<file path="src/inc/gtlim_pkg.sv">
// Package with register map, field positions and reset values of the interrupt mask block
package gtlim_pkg;
    // ========================================
    // Register indices (printed offsets) and byte addresses
    localparam logic [7:0] GTLIM_IDX_BUS_EVENT = 8'h02;
    localparam logic [7:0] GTLIM_IDX_ADDR_STATE = 8'h04;
    localparam logic [7:0] GTLIM_IDX_GLOBAL_LINK = 8'h1d;
    localparam logic [7:0] GTLIM_IDX_AUX_CMD = 8'h05;
    localparam logic [7:0] GTLIM_IDX_TERM_CHAR = 8'h08;
    localparam logic [7:0] GTLIM_IDX_STATUS0 = 8'h20;
    localparam logic [7:0] GTLIM_IDX_EVT_STAT = 8'h21;
    localparam logic [7:0] GTLIM_IDX_EVT_CLR = 8'h22;
    localparam logic [7:0] GTLIM_IDX_EVT_EN = 8'h23;
    localparam logic [1:0] GTLIM_IDX_SHIFT = 2'h2;
    // ========================================
    // Reset values
    localparam logic [7:0] GTLIM_RST_BUS_EVENT = 8'h00;
    localparam logic [7:0] GTLIM_RST_ADDR_STATE = 8'h00;
    localparam logic [7:0] GTLIM_RST_GLOBAL_LINK = 8'h80;
    localparam logic [7:0] GTLIM_RST_TERM_CHAR = 8'h00;
    // ========================================
    // Global and link mask fields
    localparam int GTLIM_B_GATE = 7;
    localparam int GTLIM_B_POLL = 6;
    localparam int GTLIM_B_LF = 5;
    localparam int GTLIM_B_RESTART = 4;
    localparam int GTLIM_B_IFC = 3;
    localparam int GTLIM_B_ATN = 2;
    localparam int GTLIM_B_EXPIRY = 1;
    localparam int GTLIM_B_LOCKSTEP = 0;
    // Address state mask uses bits 2..0 only
    localparam logic [7:0] GTLIM_ADDR_STATE_USED = 8'h07;
    // ========================================
    // Auxiliary command codes and character constants
    localparam logic [7:0] GTLIM_CMD_SW_RESET = 8'h02;
    localparam logic [6:0] GTLIM_NEWLINE = 7'h0a;
    localparam logic [1:0] GTLIM_RESP_OKAY = 2'h0;
    localparam logic [1:0] GTLIM_RESP_SLVERR = 2'h2;
    // Event bits of the sticky event register
    localparam int GTLIM_EV_POLL = 0;
    localparam int GTLIM_EV_TERM = 1;
    localparam int GTLIM_EV_LF = 2;
    localparam int GTLIM_NUM_EV = 3;
endpackage

</file>
<file path="src/hdl/gtlim_core.sv">
// Interrupt mask and link control block of a bus talker/listener, AXI4-Lite slave
// How it works
// - Global gate bit 7 blocks every status-register interrupt while clear.
// - Software keeps the gate set; software-reset command sets the gate.
// - Poll interrupt enable bit 6 selects serial poll mode two.
// - With bit 6 set, entering serial poll active raises an interrupt.
// - Linefeed enable bit 5 makes accepted 7-bit 0x0a a terminator.
// - Accepted newline with bit 5 acts as if EOI came with it.
// - Newline and terminator register character both recognised when bit 5 set.
// - Restart bit 4 restarts the timer per data byte and sent command.
// - Interface-clear enable bit 3 passes the interface-clear condition.
// - Attention enable bit 2 passes the attention condition.
// - Expiry enable bit 1 passes the timer timeout condition.
// - Lockstep enable bit 0 passes the bus-synchronized condition.
// - Bus event mask bits 7..0 enable the eight bus event conditions.
// - Address state mask bits 2..0 enable three conditions; bits 7..3 zero.
// - Newline-received flag follows the last accepted byte, ignoring bit 5.
//
// Decided for this implementation: the AXI4-Lite register port.
`timescale 1ns/1ns
module gtlim_core
    import gtlim_pkg::*;
(
    // Clock and reset
    input wire logic aclk,
    input wire logic aresetn,
    // AXI4-Lite write address and data
    input wire logic [7:0] s_axi_awaddr,
    input wire logic s_axi_awvalid,
    output logic s_axi_awready,
    input wire logic [31:0] s_axi_wdata,
    input wire logic [3:0] s_axi_wstrb,
    input wire logic s_axi_wvalid,
    output logic s_axi_wready,
    // AXI4-Lite write response
    output logic [1:0] s_axi_bresp,
    output logic s_axi_bvalid,
    input wire logic s_axi_bready,
    // AXI4-Lite read
    input wire logic [7:0] s_axi_araddr,
    input wire logic s_axi_arvalid,
    output logic s_axi_arready,
    output logic [31:0] s_axi_rdata,
    output logic [1:0] s_axi_rresp,
    output logic s_axi_rvalid,
    input wire logic s_axi_rready,
    // Status conditions from the status registers
    input wire logic [7:0] global_link_status,
    input wire logic [7:0] bus_event_status,
    input wire logic [7:0] address_state_status,
    // Acceptor and source events
    input wire logic serial_poll_active,
    input wire logic byte_accepted,
    input wire logic [7:0] accepted_byte,
    input wire logic data_byte_sent,
    input wire logic command_byte_sent,
    // Control outputs
    output logic serial_poll_mode_two,
    output logic end_as_eoi,
    output logic terminator_match,
    output logic newline_received_flag,
    output logic timer_restart,
    output logic host_irq,
    output logic event_irq
);
    // ========================================
    // Write channel state
    logic aw_got_q;
    logic w_got_q;
    logic [7:0] aw_idx_q;
    logic [7:0] wdata_q;
    logic wlane_q;
    logic [7:0] bus_event_irq_mask_q;
    logic [7:0] address_state_irq_mask_q;
    logic [7:0] global_and_link_irq_mask_q;
    logic [7:0] terminator_char_register_q;
    logic [GTLIM_NUM_EV-1:0] evt_stat_q;
    logic [GTLIM_NUM_EV-1:0] evt_en_q;
    logic [GTLIM_NUM_EV-1:0] evt_set;
    logic poll_q;
    logic do_write;
    logic wr_ok;
    logic is_nl;
    logic is_term;
    logic [7:0] gl_masked;
    logic [7:0] be_masked;
    logic [7:0] as_masked;

    assign do_write = aw_got_q && w_got_q && !s_axi_bvalid;
    assign wr_ok = do_write && wlane_q;

    // Capture write address and data in either order
    always_ff @(posedge aclk) begin
        if (!aresetn) begin
            aw_got_q <= 1'b0;
            w_got_q <= 1'b0;
            aw_idx_q <= 8'h00;
            wdata_q <= 8'h00;
            wlane_q <= 1'b0;
            s_axi_awready <= 1'b0;
            s_axi_wready <= 1'b0;
        end else begin
            s_axi_awready <= !aw_got_q && !s_axi_awready && !s_axi_bvalid;
            s_axi_wready <= !w_got_q && !s_axi_wready && !s_axi_bvalid;
            if (s_axi_awvalid && s_axi_awready) begin
                aw_got_q <= 1'b1;
                aw_idx_q <= s_axi_awaddr >> GTLIM_IDX_SHIFT;
                s_axi_awready <= 1'b0;
            end
            if (s_axi_wvalid && s_axi_wready) begin
                w_got_q <= 1'b1;
                wdata_q <= s_axi_wdata[7:0];
                wlane_q <= s_axi_wstrb[0];
                s_axi_wready <= 1'b0;
            end
            if (do_write) begin
                aw_got_q <= 1'b0;
                w_got_q <= 1'b0;
            end
        end
    end

    // Write response, error on unmapped index
    always_ff @(posedge aclk) begin
        if (!aresetn) begin
            s_axi_bvalid <= 1'b0;
            s_axi_bresp <= GTLIM_RESP_OKAY;
        end else if (do_write) begin
            s_axi_bvalid <= 1'b1;
            if (aw_idx_q == GTLIM_IDX_BUS_EVENT || aw_idx_q == GTLIM_IDX_ADDR_STATE ||
                aw_idx_q == GTLIM_IDX_GLOBAL_LINK || aw_idx_q == GTLIM_IDX_AUX_CMD ||
                aw_idx_q == GTLIM_IDX_TERM_CHAR || aw_idx_q == GTLIM_IDX_EVT_CLR ||
                aw_idx_q == GTLIM_IDX_EVT_EN) begin
                s_axi_bresp <= GTLIM_RESP_OKAY;
            end else begin
                s_axi_bresp <= GTLIM_RESP_SLVERR;
            end
        end else if (s_axi_bready) begin
            s_axi_bvalid <= 1'b0;
        end
    end

    // Mask registers; software reset command sets the gate
    always_ff @(posedge aclk) begin
        if (!aresetn) begin
            bus_event_irq_mask_q <= GTLIM_RST_BUS_EVENT;
            address_state_irq_mask_q <= GTLIM_RST_ADDR_STATE;
            global_and_link_irq_mask_q <= GTLIM_RST_GLOBAL_LINK;
            terminator_char_register_q <= GTLIM_RST_TERM_CHAR;
            evt_en_q <= '0;
        end else if (wr_ok) begin
            if (aw_idx_q == GTLIM_IDX_BUS_EVENT) begin
                bus_event_irq_mask_q <= wdata_q;
            end else if (aw_idx_q == GTLIM_IDX_ADDR_STATE) begin
                address_state_irq_mask_q <= wdata_q & GTLIM_ADDR_STATE_USED;
            end else if (aw_idx_q == GTLIM_IDX_GLOBAL_LINK) begin
                global_and_link_irq_mask_q <= wdata_q;
            end else if (aw_idx_q == GTLIM_IDX_AUX_CMD) begin
                if (wdata_q == GTLIM_CMD_SW_RESET) begin
                    global_and_link_irq_mask_q[GTLIM_B_GATE] <= 1'b1;
                end
            end else if (aw_idx_q == GTLIM_IDX_TERM_CHAR) begin
                terminator_char_register_q <= wdata_q;
            end else if (aw_idx_q == GTLIM_IDX_EVT_EN) begin
                evt_en_q <= wdata_q[GTLIM_NUM_EV-1:0];
            end
        end
    end

    // Read channel; mask registers are write only and answer SLVERR with zero data
    always_ff @(posedge aclk) begin
        if (!aresetn) begin
            s_axi_arready <= 1'b0;
            s_axi_rvalid <= 1'b0;
            s_axi_rdata <= 32'h0000_0000;
            s_axi_rresp <= GTLIM_RESP_OKAY;
        end else if (s_axi_rvalid) begin
            if (s_axi_rready) begin
                s_axi_rvalid <= 1'b0;
            end
        end else if (s_axi_arvalid && s_axi_arready) begin
            s_axi_arready <= 1'b0;
            s_axi_rvalid <= 1'b1;
            s_axi_rresp <= GTLIM_RESP_OKAY;
            s_axi_rdata <= 32'h0000_0000;
            if ((s_axi_araddr >> GTLIM_IDX_SHIFT) == GTLIM_IDX_STATUS0) begin
                s_axi_rdata[7:0] <= global_link_status;
            end else if ((s_axi_araddr >> GTLIM_IDX_SHIFT) == GTLIM_IDX_EVT_STAT) begin
                s_axi_rdata[GTLIM_NUM_EV-1:0] <= evt_stat_q;
            end else if ((s_axi_araddr >> GTLIM_IDX_SHIFT) == GTLIM_IDX_EVT_EN) begin
                s_axi_rdata[GTLIM_NUM_EV-1:0] <= evt_en_q;
            end else if ((s_axi_araddr >> GTLIM_IDX_SHIFT) == GTLIM_IDX_TERM_CHAR) begin
                s_axi_rdata[7:0] <= terminator_char_register_q;
            end else begin
                s_axi_rresp <= GTLIM_RESP_SLVERR;
            end
        end else begin
            s_axi_arready <= 1'b1;
        end
    end

    // ========================================
    // Acceptor terminator detection
    assign is_nl = (accepted_byte[6:0] == GTLIM_NEWLINE);
    assign is_term = (accepted_byte == terminator_char_register_q) ||
        (global_and_link_irq_mask_q[GTLIM_B_LF] && is_nl);

    always_ff @(posedge aclk) begin
        if (!aresetn) begin
            newline_received_flag <= 1'b0;
            end_as_eoi <= 1'b0;
            terminator_match <= 1'b0;
        end else begin
            end_as_eoi <= byte_accepted && global_and_link_irq_mask_q[GTLIM_B_LF] && is_nl;
            terminator_match <= byte_accepted && is_term;
            if (byte_accepted) begin
                newline_received_flag <= (accepted_byte == {1'b0, GTLIM_NEWLINE});
            end
        end
    end

    // Serial poll mode and timer restart
    always_ff @(posedge aclk) begin
        if (!aresetn) begin
            serial_poll_mode_two <= 1'b0;
            timer_restart <= 1'b0;
            poll_q <= 1'b0;
        end else begin
            serial_poll_mode_two <= global_and_link_irq_mask_q[GTLIM_B_POLL];
            timer_restart <= global_and_link_irq_mask_q[GTLIM_B_RESTART] &&
                ((byte_accepted || data_byte_sent) || command_byte_sent);
            poll_q <= serial_poll_active;
        end
    end

    // ========================================
    // Host interrupt combine
    always_comb begin
        gl_masked = global_link_status & global_and_link_irq_mask_q;
        gl_masked[GTLIM_B_LF] = 1'b0;
        gl_masked[GTLIM_B_RESTART] = 1'b0;
        // Poll condition is the active state or status bit 6, under bit 6
        gl_masked[GTLIM_B_POLL] = global_and_link_irq_mask_q[GTLIM_B_POLL] &&
            (serial_poll_active || global_link_status[GTLIM_B_POLL]);
        gl_masked[GTLIM_B_GATE] = 1'b0;
        be_masked = bus_event_status & bus_event_irq_mask_q;
        as_masked = address_state_status & address_state_irq_mask_q;
    end

    always_ff @(posedge aclk) begin
        if (!aresetn) begin
            host_irq <= 1'b0;
        end else begin
            host_irq <= global_and_link_irq_mask_q[GTLIM_B_GATE] &&
                (|gl_masked || |be_masked || |as_masked);
        end
    end

    // Sticky events: set wins over clear
    assign evt_set[GTLIM_EV_POLL] = serial_poll_active && !poll_q;
    assign evt_set[GTLIM_EV_TERM] = byte_accepted && is_term;
    assign evt_set[GTLIM_EV_LF] = byte_accepted && is_nl;

    always_ff @(posedge aclk) begin
        if (!aresetn) begin
            evt_stat_q <= '0;
            event_irq <= 1'b0;
        end else begin
            if (wr_ok && aw_idx_q == GTLIM_IDX_EVT_CLR) begin
                evt_stat_q <= (evt_stat_q & ~wdata_q[GTLIM_NUM_EV-1:0]) | evt_set;
            end else begin
                evt_stat_q <= evt_stat_q | evt_set;
            end
            event_irq <= |(evt_stat_q & evt_en_q);
        end
    end
endmodule

</file>
<file path="config.mk">
export PLATFORM = sky130hd
export DESIGN_NAME = gtlim_core
export DESIGN_NICKNAME = d
export VERILOG_FILES = /design/src/inc/gtlim_pkg.sv /design/src/hdl/gtlim_core.sv
export SDC_FILE = /design/constraint.sdc
export NUM_CORES = 1
export LEC_CHECK = 0
export BUFFER_PORTS_ARGS = -buffer_cell sky130_fd_sc_hd__buf_4
export CORE_UTILIZATION = 48
export CTS_CLUSTER_SIZE = 10
export DETAILED_ROUTE_END_ITERATION = 10
export PLACE_DENSITY = 0.8
export RECOVER_POWER = 25
export SLEW_MARGIN = 0
export SYNTH_ARGS = -nofsm -noshare
export SYNTH_HDL_FRONTEND = slang
export SYNTH_SLANG_ARGS = --single-unit
</file>
<file path="constraint.sdc">
create_clock -name aclk -period 2.4 [get_ports aclk]
set_input_delay 0.24 -clock aclk [delete_from_list [all_inputs] [get_ports aclk]]
set_output_delay 0.24 -clock aclk [all_outputs]
set_load 0.01 [all_outputs]
</file>
## Yosys cells after proc, flatten, opt, wreduce, memory -nomap -nowiden

Cells that the tools add are included.

- Latch bits: 0
- Memories: 0
- Memory bits (writable): 0
- Word-level logic and storage cells: 134
- Flip-flop bits (word level): 75
- Bits in read-only memories: 0

- Multiply operators: 0
- Mux-type cells: 21
- Bitwise gates (word level): 15
- Shifts and indexed selects: 0
- Eq/ne operators: 15
- Reduce and logical (&&, ||, !) cells: 55
- Add/sub/neg operators: 0
- Divide/modulo/power cells: 0
- $lt $le $gt $ge: 0

Operators by type and width:

| operator | count |
|---|---|
| $eq A6 B6 Y1 const B | 5 |
| $logic_and A1 B1 Y1 | 20 |
| $mux W8 | 2 |
| $reduce_or A8 Y1 | 2 |
| $eq A6 B3 Y1 const B | 2 |
| $eq A6 B4 Y1 const B | 2 |
| $logic_or A1 B1 Y1 | 12 |
| $mux W2 | 5 |
| $mux W5 | 2 |
| $mux W1 | 9 |
| $mux W3 | 3 |
| $and A8 B3 Y8 | 1 |
| $and A8 B8 Y8 | 1 |
| $eq A8 B2 Y1 const B | 1 |
| $eq A8 B4 Y1 const B | 1 |
| $eq A8 B8 Y1 | 1 |
| $eq A7 B4 Y1 const B | 1 |
| $not A1 Y1 | 7 |
| $reduce_and A7 Y1 | 1 |
| $and A3 B3 Y3 | 2 |
| $eq A6 B2 Y1 const B | 1 |
| $eq A6 B5 Y1 const B | 1 |
| $logic_not A1 Y1 | 6 |
| $or A3 B3 Y3 | 2 |
| other kinds (11) | 16 |

## Depth between registers and ports, before layout

Gate-level depths: netlist (run 1).

- Word-level depth: 8
- Gate-level depth with buffers: 6
- Gate-level depth less buffers: 4

## Least setup slack after synthesis (run 1)

OpenSTA, ideal clock, no wires.

- Path kind: reg-to-reg
- Start point: register aw_idx_q[0]
- End point: register terminator_char_register_q[0]
- Arrival time: 1.677 ns
- Setup time: 0.116 ns
- Data required time: 2.284 ns
- Clock period less this slack: 1.793 ns
- Path slack: 0.607 ns
- Cell stages (with the launch flop): 6
- Cell sequence: dfxtp_1 buf_6 or4b_4 nor4_4 mux2i_1 nor2b_1

- Word-level cells in the longest chain between the ends: 3
- Elaborated cells on any way between the ends: 10
- Those cells by class: eq/ne (5); bitwise (4); reduce/logical (1)

Ends and longest elaborated chain:

| element | line | RTL |
|---|---|---|
| from (decl) | gtlim_core.sv:70 | `logic [7:0] aw_idx_q;` |
| from (signal assigned) | gtlim_core.sv:107 | `aw_idx_q <= s_axi_awaddr >> GTLIM_IDX_SHIFT;` |
| $eq A6 B3 Y1, or another cell as far along | gtlim_core.sv:158 | `end else if (aw_idx_q == GTLIM_IDX_AUX_CMD) begin` |
| $not A1 Y1 (no line) | -- |  |
| $reduce_and A6 Y1 (no line) (*) | -- |  |
| to (signal assigned) | gtlim_core.sv:163 | `terminator_char_register_q <= wdata_q;` |
| to (decl) | gtlim_core.sv:76 | `logic [7:0] terminator_char_register_q;` |

Every way passes the cells marked *; elsewhere a longest branch is shown, timed or not.
A chain may end at the register's enable or synchronous reset.

## Worst setup path in the final report (run 1)

- Start point: register aw_idx_q[3]
- End point: register terminator_char_register_q[0]

Same word-level chain as after synthesis.

==> results list, run 1 <==
* Post-CTS setup repair buffer count: 0
* Critical path launch point type: register
- Maximum number of pins on one net before global-route repair: 76
* Clock tree from TritonCTS: built
- Total power divided by cell area: 580.1 nW/um^2
- Avg Vias per Cell: 5.208
- Detailed Route WL: 7536 um
- Of all nets on the critical path, the largest fanout is 9.
- The detail route stage leaves a number of antenna-violating nets equal to 0.
- Final Util: 0.6002
- Wire length of the first global-routing pass: 12100 um
* Fraction of post-synthesis cell area in the top cell type by area: 0.4246
- The tightest min-delay check is of the primary input to register type.
- In this run, synthesis produced a sequential element count of 73.
- Final weighted congestion in routability-driven placement: 0.7937
* Vias post-DR: 2823
- Antenna violations before repair: 0
- Initial standard-cell utilization of the core: 0.5011
- In this run the critical register-to-register path is launched from aw_idx_q[3].
- Crit Path Class: register to register
- Worst setup margin: 0.6519 ns
- Dividing the detail-routed wire length by the instance count gives 13.90 um.
* Die ar.: 7513 um^2
* Post-synth top area cell: sky130_fd_sc_hd__dfxtp_1
- For the worst setup path, the data arrival time is 1.97 ns.
* Final critical-path required period: 1.748 ns
- Fraction of the yosys area taken by sequential cells: 0.4246
- The floorplan step defined a core boundary enclosing 6869 um^2.
- The clock passes through at most 2 buffers.
* Detailed Route Iter0 Violations: 194
- Die Height: 86.68 um
- Required time worst endpoint: 2.62 ns
* Layout cells sized above 1: 0.1973
* Number of H-tree levels: 3
* Number of clock sinks: 73
* Total routing resource utilization after global routing: 0.2067
- Width of the die: 86.68 um
* Final hold violation count: 0
* Result of the run: finished, final reports clean
* Main synth FF type: sky130_fd_sc_hd__dfxtp_1
- The worst setup path is captured at a register.
- The total overflow left after global routing is 0.
* I/O pins: 143
- Post-layout instance count excluding filler cells: 542
- Count of antenna diodes in the layout: 0
* Number of maximum-capacitance violations: 0
* Count of warnings emitted by yosys: 0
* Clock Tree Root: sky130_fd_sc_hd__clkbuf_8
- Final period utilization: 0.7284
- In this run, placement finished with an instance count of 529.
- For flop-to-flop paths, the worst setup slack is 0.65 ns.
* Final Max Slew Viols: 0
- Least-Margin Pin Slew: 1.148 ns
- The pre-antenna-repair detailed-routing pass consisted of 4 iterations.
* Max_slew headroom: 0.2349
- Timing analysis after detailed placement gives a worst setup slack of 0.4553 ns.
* Residual DRC: 0
* Number of buffers inserted by port buffering: 80
* RSZ-0062 raised after global routing: no
* Number of clock buffers inserted by TritonCTS: 9
* Mean Syn Cell Area: 9.328 um^2
- Netlist area before placement: 3442 um^2
- Main area contributors after synthesis: sky130_fd_sc_hd__dfxtp_1 42%, sky130_fd_sc_hd__mux2i_1 9.3%, sky130_fd_sc_hd__buf_4 5.7%
- The number of gates resized after CTS was 0.
- Start point of the worst hold path: command_byte_sent
* Share of async-settable or async-resettable flops after synthesis: 0
- Clock-pin transition on the worst setup and hold timing paths: 0.07 ns
- Synthesis instantiated 47 different standard cells from the library.
* Largest vdd supply drop: 0.0003627 V
* Core Rows: 30
* Critical Path Source: aw_idx_q[3]
* Vias in the first global route: 2607
- Final nets: 539
- For this run, the top clock speed supported by timing is 572.1 MHz.
- Number of standard cells after synthesis: 369
- Counting flops with a built-in enable in the synthesized netlist gives 0.
- After legalization and detailed placement, the total HPWL measured 5516 um.
- From synthesis to final layout, the design area changed by 19.77%.
- Clk_skew: 0.006900 ns
- Setup violation total in the final timing report: 0
- For this design, the CTS-stage hold fixing added 0 buffers.
- Static Leakage: 1.650 nW
- Worst slack on hold paths: 0.1395 ns
- Clock Latency Late Sink: 0.33 ns
* Total negative setup slack: 0 ns
logic make-up after synthesis:
family / count (synthesis) / synth area share
other cells: 1 / 0.001089
flops: 73 / 0.4246
buf+inv: 48 / 0.08288
mux: 32 / 0.09306
simple gates: 144 / 0.2479
xor+xnor: 9 / 0.02290
compound gates: 62 / 0.1276
area by class of cell:
class | instances | area, um^2
clock buffers | 12 | 135.1
clock inverters | 1 | 30.03
fillers | 627 | 2746
inverters | 4 | 15.01
multi-input cells | 273 | 1789
flip-flops and latches | 73 | 1461
well taps | 96 | 120.1
repair buffers | 83 | 571.8
cell usage in the layout (no fill, tap or decap), types with 4 or more instances in the layout:
master                     Yosys  final
sky130_fd_sc_hd__dfxtp_1      73     73
sky130_fd_sc_hd__buf_4        26     69
sky130_fd_sc_hd__nand2_1      34     34
sky130_fd_sc_hd__mux2i_1      32     32
sky130_fd_sc_hd__nor2b_1      30     30
sky130_fd_sc_hd__conb_1        1     26
sky130_fd_sc_hd__a21boi_0     19     19
sky130_fd_sc_hd__clkbuf_1     17     16
sky130_fd_sc_hd__nor2_1       15     15
sky130_fd_sc_hd__o21ai_0      13     13
sky130_fd_sc_hd__nand3_1      13     13
sky130_fd_sc_hd__clkbuf_8      0      9
sky130_fd_sc_hd__xor2_1        8      8
sky130_fd_sc_hd__nand2b_1      6      6
sky130_fd_sc_hd__a22oi_1       6      6
sky130_fd_sc_hd__nand4b_1      5      5
sky130_fd_sc_hd__a221oi_1      5      5
sky130_fd_sc_hd__inv_1         4      4
sky130_fd_sc_hd__nand3b_1      4      4
sky130_fd_sc_hd__a21oi_1       4      4
sky130_fd_sc_hd__and2_1        5      4
sky130_fd_sc_hd__nor4b_1       4      4
sky130_fd_sc_hd__nor3b_1       4      4
final timing paths:
kind	to	cells past startpoint
worst max-delay path	terminator_char_register_q[0]	5
worst min-delay path	timer_restart	2
worst max register to register	terminator_char_register_q[0]	5
worst min register to register	timer_restart	1
sequential cells by signal, summed over array words and instances (netlist names), 3 cells and up:
name                        flops
evt_en_q                        3
aw_idx_q                        6
address_state_irq_mask_q        3
s_axi_rdata                     8
bus_event_irq_mask_q            8
evt_stat_q                      3
terminator_char_register_q      8
wdata_q                         8
global_and_link_irq_mask_q      8
where the power goes:
group / total (mW) / switching [mW] / internal [mW]
Clock: 0.863 / 0.398 / 0.465
Combinational: 0.242 / 0.118 / 0.124
Sequential: 1.29 / 0.0435 / 1.24
per-stage QoR:
stage | power, mW | instance area, um^2
floorplan | 1.459 | 3536
global placement | 1.552 | 4009
detailed placement | 1.558 | 4009
CTS | 2.413 | 4174
global route | 2.502 | 4123
finish | 2.391 | 4123
synth_stat cells, types with 5 or more instances:
cell type	n
sky130_fd_sc_hd__dfxtp_1	73
sky130_fd_sc_hd__nand2_1	34
sky130_fd_sc_hd__mux2i_1	32
sky130_fd_sc_hd__nor2b_1	30
sky130_fd_sc_hd__buf_4	26
sky130_fd_sc_hd__a21boi_0	19
sky130_fd_sc_hd__clkbuf_1	17
sky130_fd_sc_hd__nor2_1	15
sky130_fd_sc_hd__nand3_1	13
sky130_fd_sc_hd__o21ai_0	13
sky130_fd_sc_hd__xor2_1	8
sky130_fd_sc_hd__a22oi_1	6
sky130_fd_sc_hd__nand2b_1	6
sky130_fd_sc_hd__a221oi_1	5
sky130_fd_sc_hd__and2_1	5
sky130_fd_sc_hd__nand4b_1	5
critical path, stage by stage (launching register included):
cell and delay [ns]:
sky130_fd_sc_hd__dfxtp_1 0.49, sky130_fd_sc_hd__or4b_4 0.51, sky130_fd_sc_hd__nor4_4 0.13, sky130_fd_sc_hd__buf_4 0.23
sky130_fd_sc_hd__mux2i_1 0.21, sky130_fd_sc_hd__nor2b_1 0.06
layer usage:
| metal | up-vias | track usage | part of all wire |
|---|---|---|---|
| li1 | 1404 | - | - |
| met2 | 104 | 0.3362 | 0.46 |
| met5 | - | 0 | 0 |
| met3 | 8 | 0.03714 | 0.065 |
| met4 | 0 | 0.07121 | 0.0089 |
| met1 | 1307 | 0.2764 | 0.47 |
Power figures use the tool's default switching activity.
==> run 2: changes to the inputs <==
Settings changed: CORE_UTILIZATION 48 to 43, PLACE_DENSITY 0.8 to 0.76.
Clock period 2.4 ns to 1.5 ns, I/O delays scaled along.
==> results list, run 2 (synthesis results as in run 1) <==
- The portion of total power attributed to the clock network was 0.341 (was 0.361).
* Logic pwr share: 0.131 (was 0.101)
* Internal power: 2.882 mW (was 1.832 mW)
- The detail-routed net length per standard cell was 13.72 um (was 13.90 um).
* Sum of internal, switching and leakage power: 3.841 mW (was 2.391 mW)
* Crit. End Element: register (unchanged)
* Remaining Overflow, GRT: 0 (unchanged)
* Required time worst endpoint: 1.74 ns (was 2.62 ns)
- Maximum number of pins on one net before global-route repair: 49 (was 76)
- Wire length of the first global-routing pass: 13180 um (was 12100 um)
- The setup clock skew after layout came to 0.008786 ns (was 0.006900 ns).
* Area of the multi-input gates: 1857 um^2 (was 1789 um^2)
- CTS Buffer Depth: 2 (unchanged)
* Worst setup timing slack at the placement stage: -0.1164 ns (was 0.4553 ns)
- The max-slew violation count was 0 (unchanged).
- The path category of the worst min-delay check is primary input to register (unchanged).
* Die Height: 91.47 um (was 86.68 um)
- The standby leakage power is 1.903 nW (was 1.650 nW).
- Number of clock buffers inserted by TritonCTS: 9 (unchanged)
* F_max: 626.6 MHz (was 572.1 MHz)
- Final weighted congestion in routability-driven placement: 0.8380 (was 0.7937)
- The slew at the pin closest to its max-slew limit was 0.7684 ns (was 1.148 ns).
- RSZ-0062 raised after global routing: yes (was no).
- The relative slew slack came to 0.4877 (was 0.2349).
* Final nets: 572 (was 539)
* Violated checks: negative setup slack
- The worst supply voltage drop on vdd is 0.0004956 V (was 0.0003627 V).
- The data arrival time of the worst path was 1.84 ns (was 1.97 ns).
- The setup slack after layout was -0.09599 ns (was 0.6519 ns).
- The final number of setup-violating endpoints came to 13 (was 0).
- Number of maximum-capacitance violations: 0 (unchanged)
- Clock-pin transition on the worst setup and hold timing paths: 0.07 ns (about the same)
* Termination of the worst setup path: terminator_char_register_q[2] (was terminator_char_register_q[0])
- The antenna cell count is 0 (unchanged).
* Vias post-DR: 2933 (was 2823)
- Number of H-tree levels: 3 (unchanged)
- Worst slack on hold paths: 0.02061 ns (was 0.1395 ns)
* Number of nets with antenna violations after detailed routing: 0 (unchanged)
- The number of buffer cells added on primary ports came to 80 (unchanged).
- I/O pins: 143 (unchanged)
- Vias in the first global route: 2763 (was 2607)
- The final period demand of the worst path is 1.596 ns (was 1.748 ns).
- Critical Path Source: aw_idx_q[0] (was aw_idx_q[3])
- The sink count of the clock tree was 73 (unchanged).
* Detailed Route WL: 8000 um (was 7536 um)
- Total power divided by cell area: 855.2 nW/um^2 (was 580.1 nW/um^2)
- Layout cells sized above 1: 0.2973 (was 0.1973)
* Final hold violation count: 0 (unchanged)
* Result of the run: finished with violations (was finished, final reports clean)
- The placeable core region was 7727 um^2 (was 6869 um^2).
- Net switching power figure: 0.9592 mW (was 0.5594 mW)
* Crit Path Class: register to register (unchanged)
- The number of cells traversed by the worst register-to-register path was 5 (unchanged).
- Detailed Route Iter0 Violations: 105 (was 194)
* Number of search-and-repair iterations in the first detailed-routing pass: 4 (unchanged)
- Endpoint of the worst register-to-register path: terminator_char_register_q[2] (was terminator_char_register_q[0])
* Die ar.: 8367 um^2 (was 7513 um^2)
* R2r startpoint: aw_idx_q[0] (was aw_idx_q[3])
- The critical-path maximum fanout is 4 (was 9).
* Avg Vias per Cell: 5.031 (was 5.208)
- The initial antenna violation count is 0 (unchanged).
- The count of filler cells inserted in the layout is 678 (was 627).
* Post-DP HPWL: 6038 um (was 5516 um)
- Most common cell after layout, fill and taps aside: sky130_fd_sc_hd__buf_4 (was sky130_fd_sc_hd__dfxtp_1)
- The DRC violation count after routing came to 0 (unchanged).
* Switching power as a share of total power: 0.2497 (was 0.2339)
- The startpoint type of the worst setup path was a register (unchanged).
- Width of the die: 91.47 um (was 86.68 um)
- The total global routing track utilization is 0.1993 (was 0.2067).
- Hold bufs inserted after CTS: 0 (unchanged)
- Clock tree from TritonCTS: built (unchanged)
- The clock root buffer is sky130_fd_sc_hd__clkbuf_8 (unchanged).
- The final-layout setup total negative slack was -0.8055 ns (was 0 ns).
- Initial standard-cell utilization of the core: 0.4454 (was 0.5011)
- Storage cell area: 1464 um^2 (was 1461 um^2)
- The worst-skew pair later-pin latency came to 0.34 ns (was 0.33 ns).
- The placement row count came to 32 (was 30).
- Most used cells in the layout excluding fill and tap cells: 110 x sky130_fd_sc_hd__buf_4, 71 x sky130_fd_sc_hd__dfxtp_1, 34 x sky130_fd_sc_hd__nand2_1 (was 73 x sky130_fd_sc_hd__dfxtp_1, 69 x sky130_fd_sc_hd__buf_4, 34 x sky130_fd_sc_hd__nand2_1).
- The period utilization came to 1.064 (was 0.7284).
- The area growth from synthesis to final layout is 30.50% (was 19.77%).
- Fraction of power consumed by sequential logic: 0.527 (was 0.538)
- The setup slack of the most critical reg-to-reg path came to -0.1 ns (was 0.65 ns).
## run 2: cell count changes in the layout (fill, tap and decap cells not counted), sizes merged
cell / before / now
clkinvlp: 0 / 1
bufinv: 1 / 0
clkbuf: 26 / 16
buf: 69 / 112
clkinv: 0 / 2
## run 2: power groups by stage
stage	logic (mW)	registers [mW]	clock network, mW
global route	0.553	2.03	1.44
finish	0.504	2.03	1.31
floorplan	0.265	2.08	0
detailed placement	0.491	2.07	0
global placement	0.482	2.07	0
CTS	0.502	2.03	1.34
## run 2: what timing repair did
action / in CTS / in global routing
endpoints found under the setup margin: 26 / 33
cloned: 0 / 0
resized for setup: 5 / 4
buffers inserted: 1 / 1
pin swaps: 4 / 2
## run 2: through the flow
stage          instance area [um^2]  utilization  std cells
4_1_cts                        4488       0.5808        582
2_1_floorplan                  3583            -        394
3_3_place_gp                   4304       0.5570        566
5_1_grt                        4492       0.5813        583
6_report                       4492       0.5813        583
3_5_place_dp                   4304       0.5570        566
## run 2: how the worst min path moves through the flow
stage,startpoint,end,slack [ns],depth (start not counted)
final,serial_poll_active,poll_q,0.02,2
after floorplan,serial_poll_active,poll_q,0.27,1
after CTS,serial_poll_active,poll_q,0.01,2
after global routing,serial_poll_active,poll_q,0.03,2
after detailed placement,serial_poll_active,poll_q,0.38,2
after global placement,serial_poll_active,poll_q,0.37,2
## run 2: worst max-delay path, cell delays in order (launching register included)
cell and delay, ns:
sky130_fd_sc_hd__dfxtp_2 0.34, sky130_fd_sc_hd__or4b_4 0.56, sky130_fd_sc_hd__nor4_4 0.16, sky130_fd_sc_hd__buf_4 0.19
sky130_fd_sc_hd__mux2i_1 0.19, sky130_fd_sc_hd__nor2b_1 0.06
## run 2: per-layer routing
metal / GRT usage / share of wire
met2: 0.3296 / 0.47
met4: 0.08201 / 0.021
met5: 0 / 0
met3: 0.04188 / 0.048
met1: 0.2510 / 0.46
## run 2: area by class of cell
cell class                 count  area share
inverter                       4    0.003343
tap                          102     0.02841
multi-input combinational    273      0.4134
clock buffer                  12     0.03231
clock inverter                 3    0.003900
timing repair buffer         116      0.1928
sequential                    73      0.3259
==> run 3: changes to the inputs <==
--- a/config.mk
+++ b/config.mk
@@ -16,2 +16,3 @@
 export SYNTH_HDL_FRONTEND = slang
 export SYNTH_SLANG_ARGS = --single-unit
+export TNS_END_PERCENT = 20
==> constraint.sdc (replaced) <==
create_clock -name aclk -period 1.5 [get_ports aclk]
set_input_delay 0.075 -clock aclk [delete_from_list [all_inputs] [get_ports aclk]]
set_output_delay 0.075 -clock aclk [all_outputs]
set_load 0.01 [all_outputs]
==> results list, run 3 (synthesis results as in run 1) <==
- Result of the run: finished with violations (unchanged)
- Violated checks: negative setup slack (unchanged)
- Final period utilization: 1.066 (was 1.064)
* Number of H-tree levels: 3 (unchanged)
- The full die area came to 8367 um^2 (unchanged).
- Worst setup timing slack at the placement stage: -0.1530 ns (was -0.1164 ns)
- The final number of setup-violating endpoints is 12 (was 13).
* Vias in the first global route: 2812 (was 2763)
* Remaining Overflow, GRT: 0 (unchanged)
- Crit. End Element: register (unchanged)
* Static Leakage: 1.888 nW (was 1.903 nW)
- The relative slew slack is 0.6571 (was 0.4877).
- Detailed Route WL: 8122 um (was 8000 um)
- Number of clock sinks: 73 (unchanged)
* Largest vdd supply drop: 0.0004460 V (was 0.0004956 V)
* Number of clock buffers inserted by TritonCTS: 9 (unchanged)
* Final nets: 581 (was 572)
- Vias post-DR: 2963 (was 2933)
- The post-route cell area was 4539 um^2 (was 4492 um^2).
- Floorplan core area: 7727 um^2 (unchanged)
- Number of buffers inserted by port buffering: 80 (unchanged)
- Clock Tree Root: sky130_fd_sc_hd__clkbuf_8 (unchanged)
- The total half-perimeter wirelength after legalization and detailed placement came to 6164 um (was 6038 um).
* Clk_skew: 0.008415 ns (was 0.008786 ns)
* Area of the multi-input gates: 1815 um^2 (was 1857 um^2)
- Count of antenna diodes in the layout: 0 (unchanged)
* Clock Latency Late Sink: 0.33 ns (was 0.34 ns)
- RSZ-0062 raised after global routing: yes (unchanged).
* Initial standard-cell utilization of the core: 0.4454 (unchanged)
- Worst slack on hold paths: 0.02064 ns (was 0.02061 ns)
- Number of nets with antenna violations after detailed routing: 0 (unchanged)
- Critical path launch point type: register (unchanged)
- The placement row count was 32 (unchanged).
- Most used cells in the layout excluding fill and tap cells: 98 x sky130_fd_sc_hd__buf_4, 69 x sky130_fd_sc_hd__dfxtp_1, 34 x sky130_fd_sc_hd__nand2_1 (was 110 x sky130_fd_sc_hd__buf_4, 71 x sky130_fd_sc_hd__dfxtp_1, 34 x sky130_fd_sc_hd__nand2_1).
- The area growth from synthesis to final layout is 31.88% (was 30.50%).
- The critical path class is register to register (unchanged).
- Placement Cell Area: 4262 um^2 (was 4304 um^2)
* CTS Buffer Depth: 2 (unchanged)
* Final hold violation count: 0 (unchanged)
* Detailed Route Iter0 Violations: 102 (was 105)
* Final Max Slew Viols: 0 (unchanged)
* Storage cell area: 1466 um^2 (was 1464 um^2)
- Clock-pin transition on the worst setup and hold timing paths: 0.07 ns (about the same)
- FILL cells: 727 (was 678)
- The most common library cell in the layout ignoring fill and taps is sky130_fd_sc_hd__buf_4 (unchanged).
- Register-to-register path setup slack: -0.1 ns (about the same)
* Wire length of the first global-routing pass: 13250 um (was 13180 um)
* Final weighted congestion in routability-driven placement: 0.8248 (was 0.8380)
* Largest fanout on the critical path: 8 (was 4)
- The number of vias per cell after detailed routing is 5.005 (was 5.031).
- The number of max-capacitance violations reported came to 0 (unchanged).
- The detail-routed net length per standard cell was 13.72 um (about the same).
- Cells along the critical path: or4b_4 > nor4_4 > buf_12 > mux2i_1 > nor2b_1 (was or4b_4 > nor4_4 > buf_4 > mux2i_1 > nor2b_1).
* Required time worst endpoint: 1.73 ns (was 1.74 ns)
- Sum of internal, switching and leakage power: 3.841 mW (about the same)
- Post-CTS setup repair buffer count: 0 (was 1)
- Clock tree from TritonCTS: built (unchanged)
* Slowest stage cell, crit path: sky130_fd_sc_hd__or4b_4 (unchanged)
- Antenna violations before repair: 0 (unchanged)
- The path category of the worst min-delay check was primary input to register (unchanged).
- The largest net degree at the start of global routing was 60 (was 49).
- Least-Margin Pin Slew: 0.5143 ns (was 0.7684 ns)
* Final critical-path required period: 1.599 ns (was 1.596 ns)
* Max incr delay on CP: 0.54 ns (was 0.56 ns)
* Layout cells sized above 1: 0.2673 (was 0.2973)
- The floorplan die height was 91.47 um (unchanged).
* Total power divided by cell area: 846.2 nW/um^2 (was 855.2 nW/um^2)
- The detailed-routing iteration count for the pre-antenna-repair pass was 5 (was 4).
* Width of the die: 91.47 um (unchanged)
- The setup slack after layout came to -0.09874 ns (was -0.09599 ns).
- I/O pins: 143 (unchanged)
- The maximum clock frequency was 625.5 MHz (was 626.6 MHz).
- The data arrival time of the worst path is 1.83 ns (was 1.84 ns).
- The DRC violation count after routing came to 0 (unchanged).
- Total routing resource utilization after global routing: 0.2015 (was 0.1993)
-- run 3: cell types whose count changed in the layout (fill, tap and decap cells not counted), moves of 2 or more --
cell / previous run / this run
sky130_fd_sc_hd__nor3_2: 0 / 3
sky130_fd_sc_hd__dlygate4sd3_1: 0 / 11
sky130_fd_sc_hd__clkbuf_1: 4 / 13
sky130_fd_sc_hd__dfxtp_1: 71 / 69
sky130_fd_sc_hd__clkbuf_2: 2 / 0
sky130_fd_sc_hd__a211oi_1: 1 / 3
sky130_fd_sc_hd__buf_6: 2 / 4
sky130_fd_sc_hd__nor3_4: 3 / 0
sky130_fd_sc_hd__a211oi_2: 2 / 0
sky130_fd_sc_hd__dfxtp_2: 2 / 4
sky130_fd_sc_hd__buf_4: 110 / 98
-- run 3: layout make-up --
type | count | share of cell area
Timing Repair Buffer | 125 | 0.2098
Tap cell | 102 | 0.02811
Inverter | 4 | 0.003308
Clock buffer | 12 | 0.03197
Sequential cell | 73 | 0.3230
Multi-Input combinational cell | 273 | 0.3999
Clock inverter | 3 | 0.003859
-- run 3: power breakdown --
part / internal [mW] / switching [mW]
sequential: 1.99 / 0.0367
combinational: 0.270 / 0.243
clock: 0.632 / 0.671
-- run 3: per-layer routing --
metal  wire, um  track usage  part of all wire  up-vias
li1           -            -                 -     1487
met1       3749       0.2527              0.46     1380
met2       3926       0.3390              0.48       87
met3        345      0.04104             0.042        9
met4        101      0.07540             0.012        0
met5          0            0                 0        -
-- run 3: final timing paths --
kind                                               startpoint                            end  cells after the start
worst max-delay path                              aw_idx_q[0]  terminator_char_register_q[1]                      5
worst max register to register                    aw_idx_q[0]  terminator_char_register_q[1]                      5
worst min-delay path                          s_axi_awaddr[2]                    aw_idx_q[0]                      3
worst min register to register  global_and_link_irq_mask_q[7]                       host_irq                      2
-- run 3: timing repair --
action                     4_1_cts  5_1_grt
gates resized for setup          7        7
hold buffers                    11        0
pin swaps                        3        5
hold endpoints to repair        10        0
setup endpoints to repair       26       31
-- run 3: worst max-delay path, delay by kind of cell (launching register included) --
family        cells  cell delay, ns
simple gates      3            0.79
flops             1            0.34
mux               1            0.18
buf+inv           1            0.17
-- run 3: stage by stage --
step | utilization | TNS [ns] | cells
2_1_floorplan | - | -3.814 | 394
3_3_place_gp | 0.5515 | -2.193 | 566
3_5_place_dp | 0.5515 | -2.891 | 566
4_1_cts | 0.5908 | -1.135 | 592
5_1_grt | 0.5874 | -3.122 | 592
6_report | 0.5874 | -0.8423 | 592
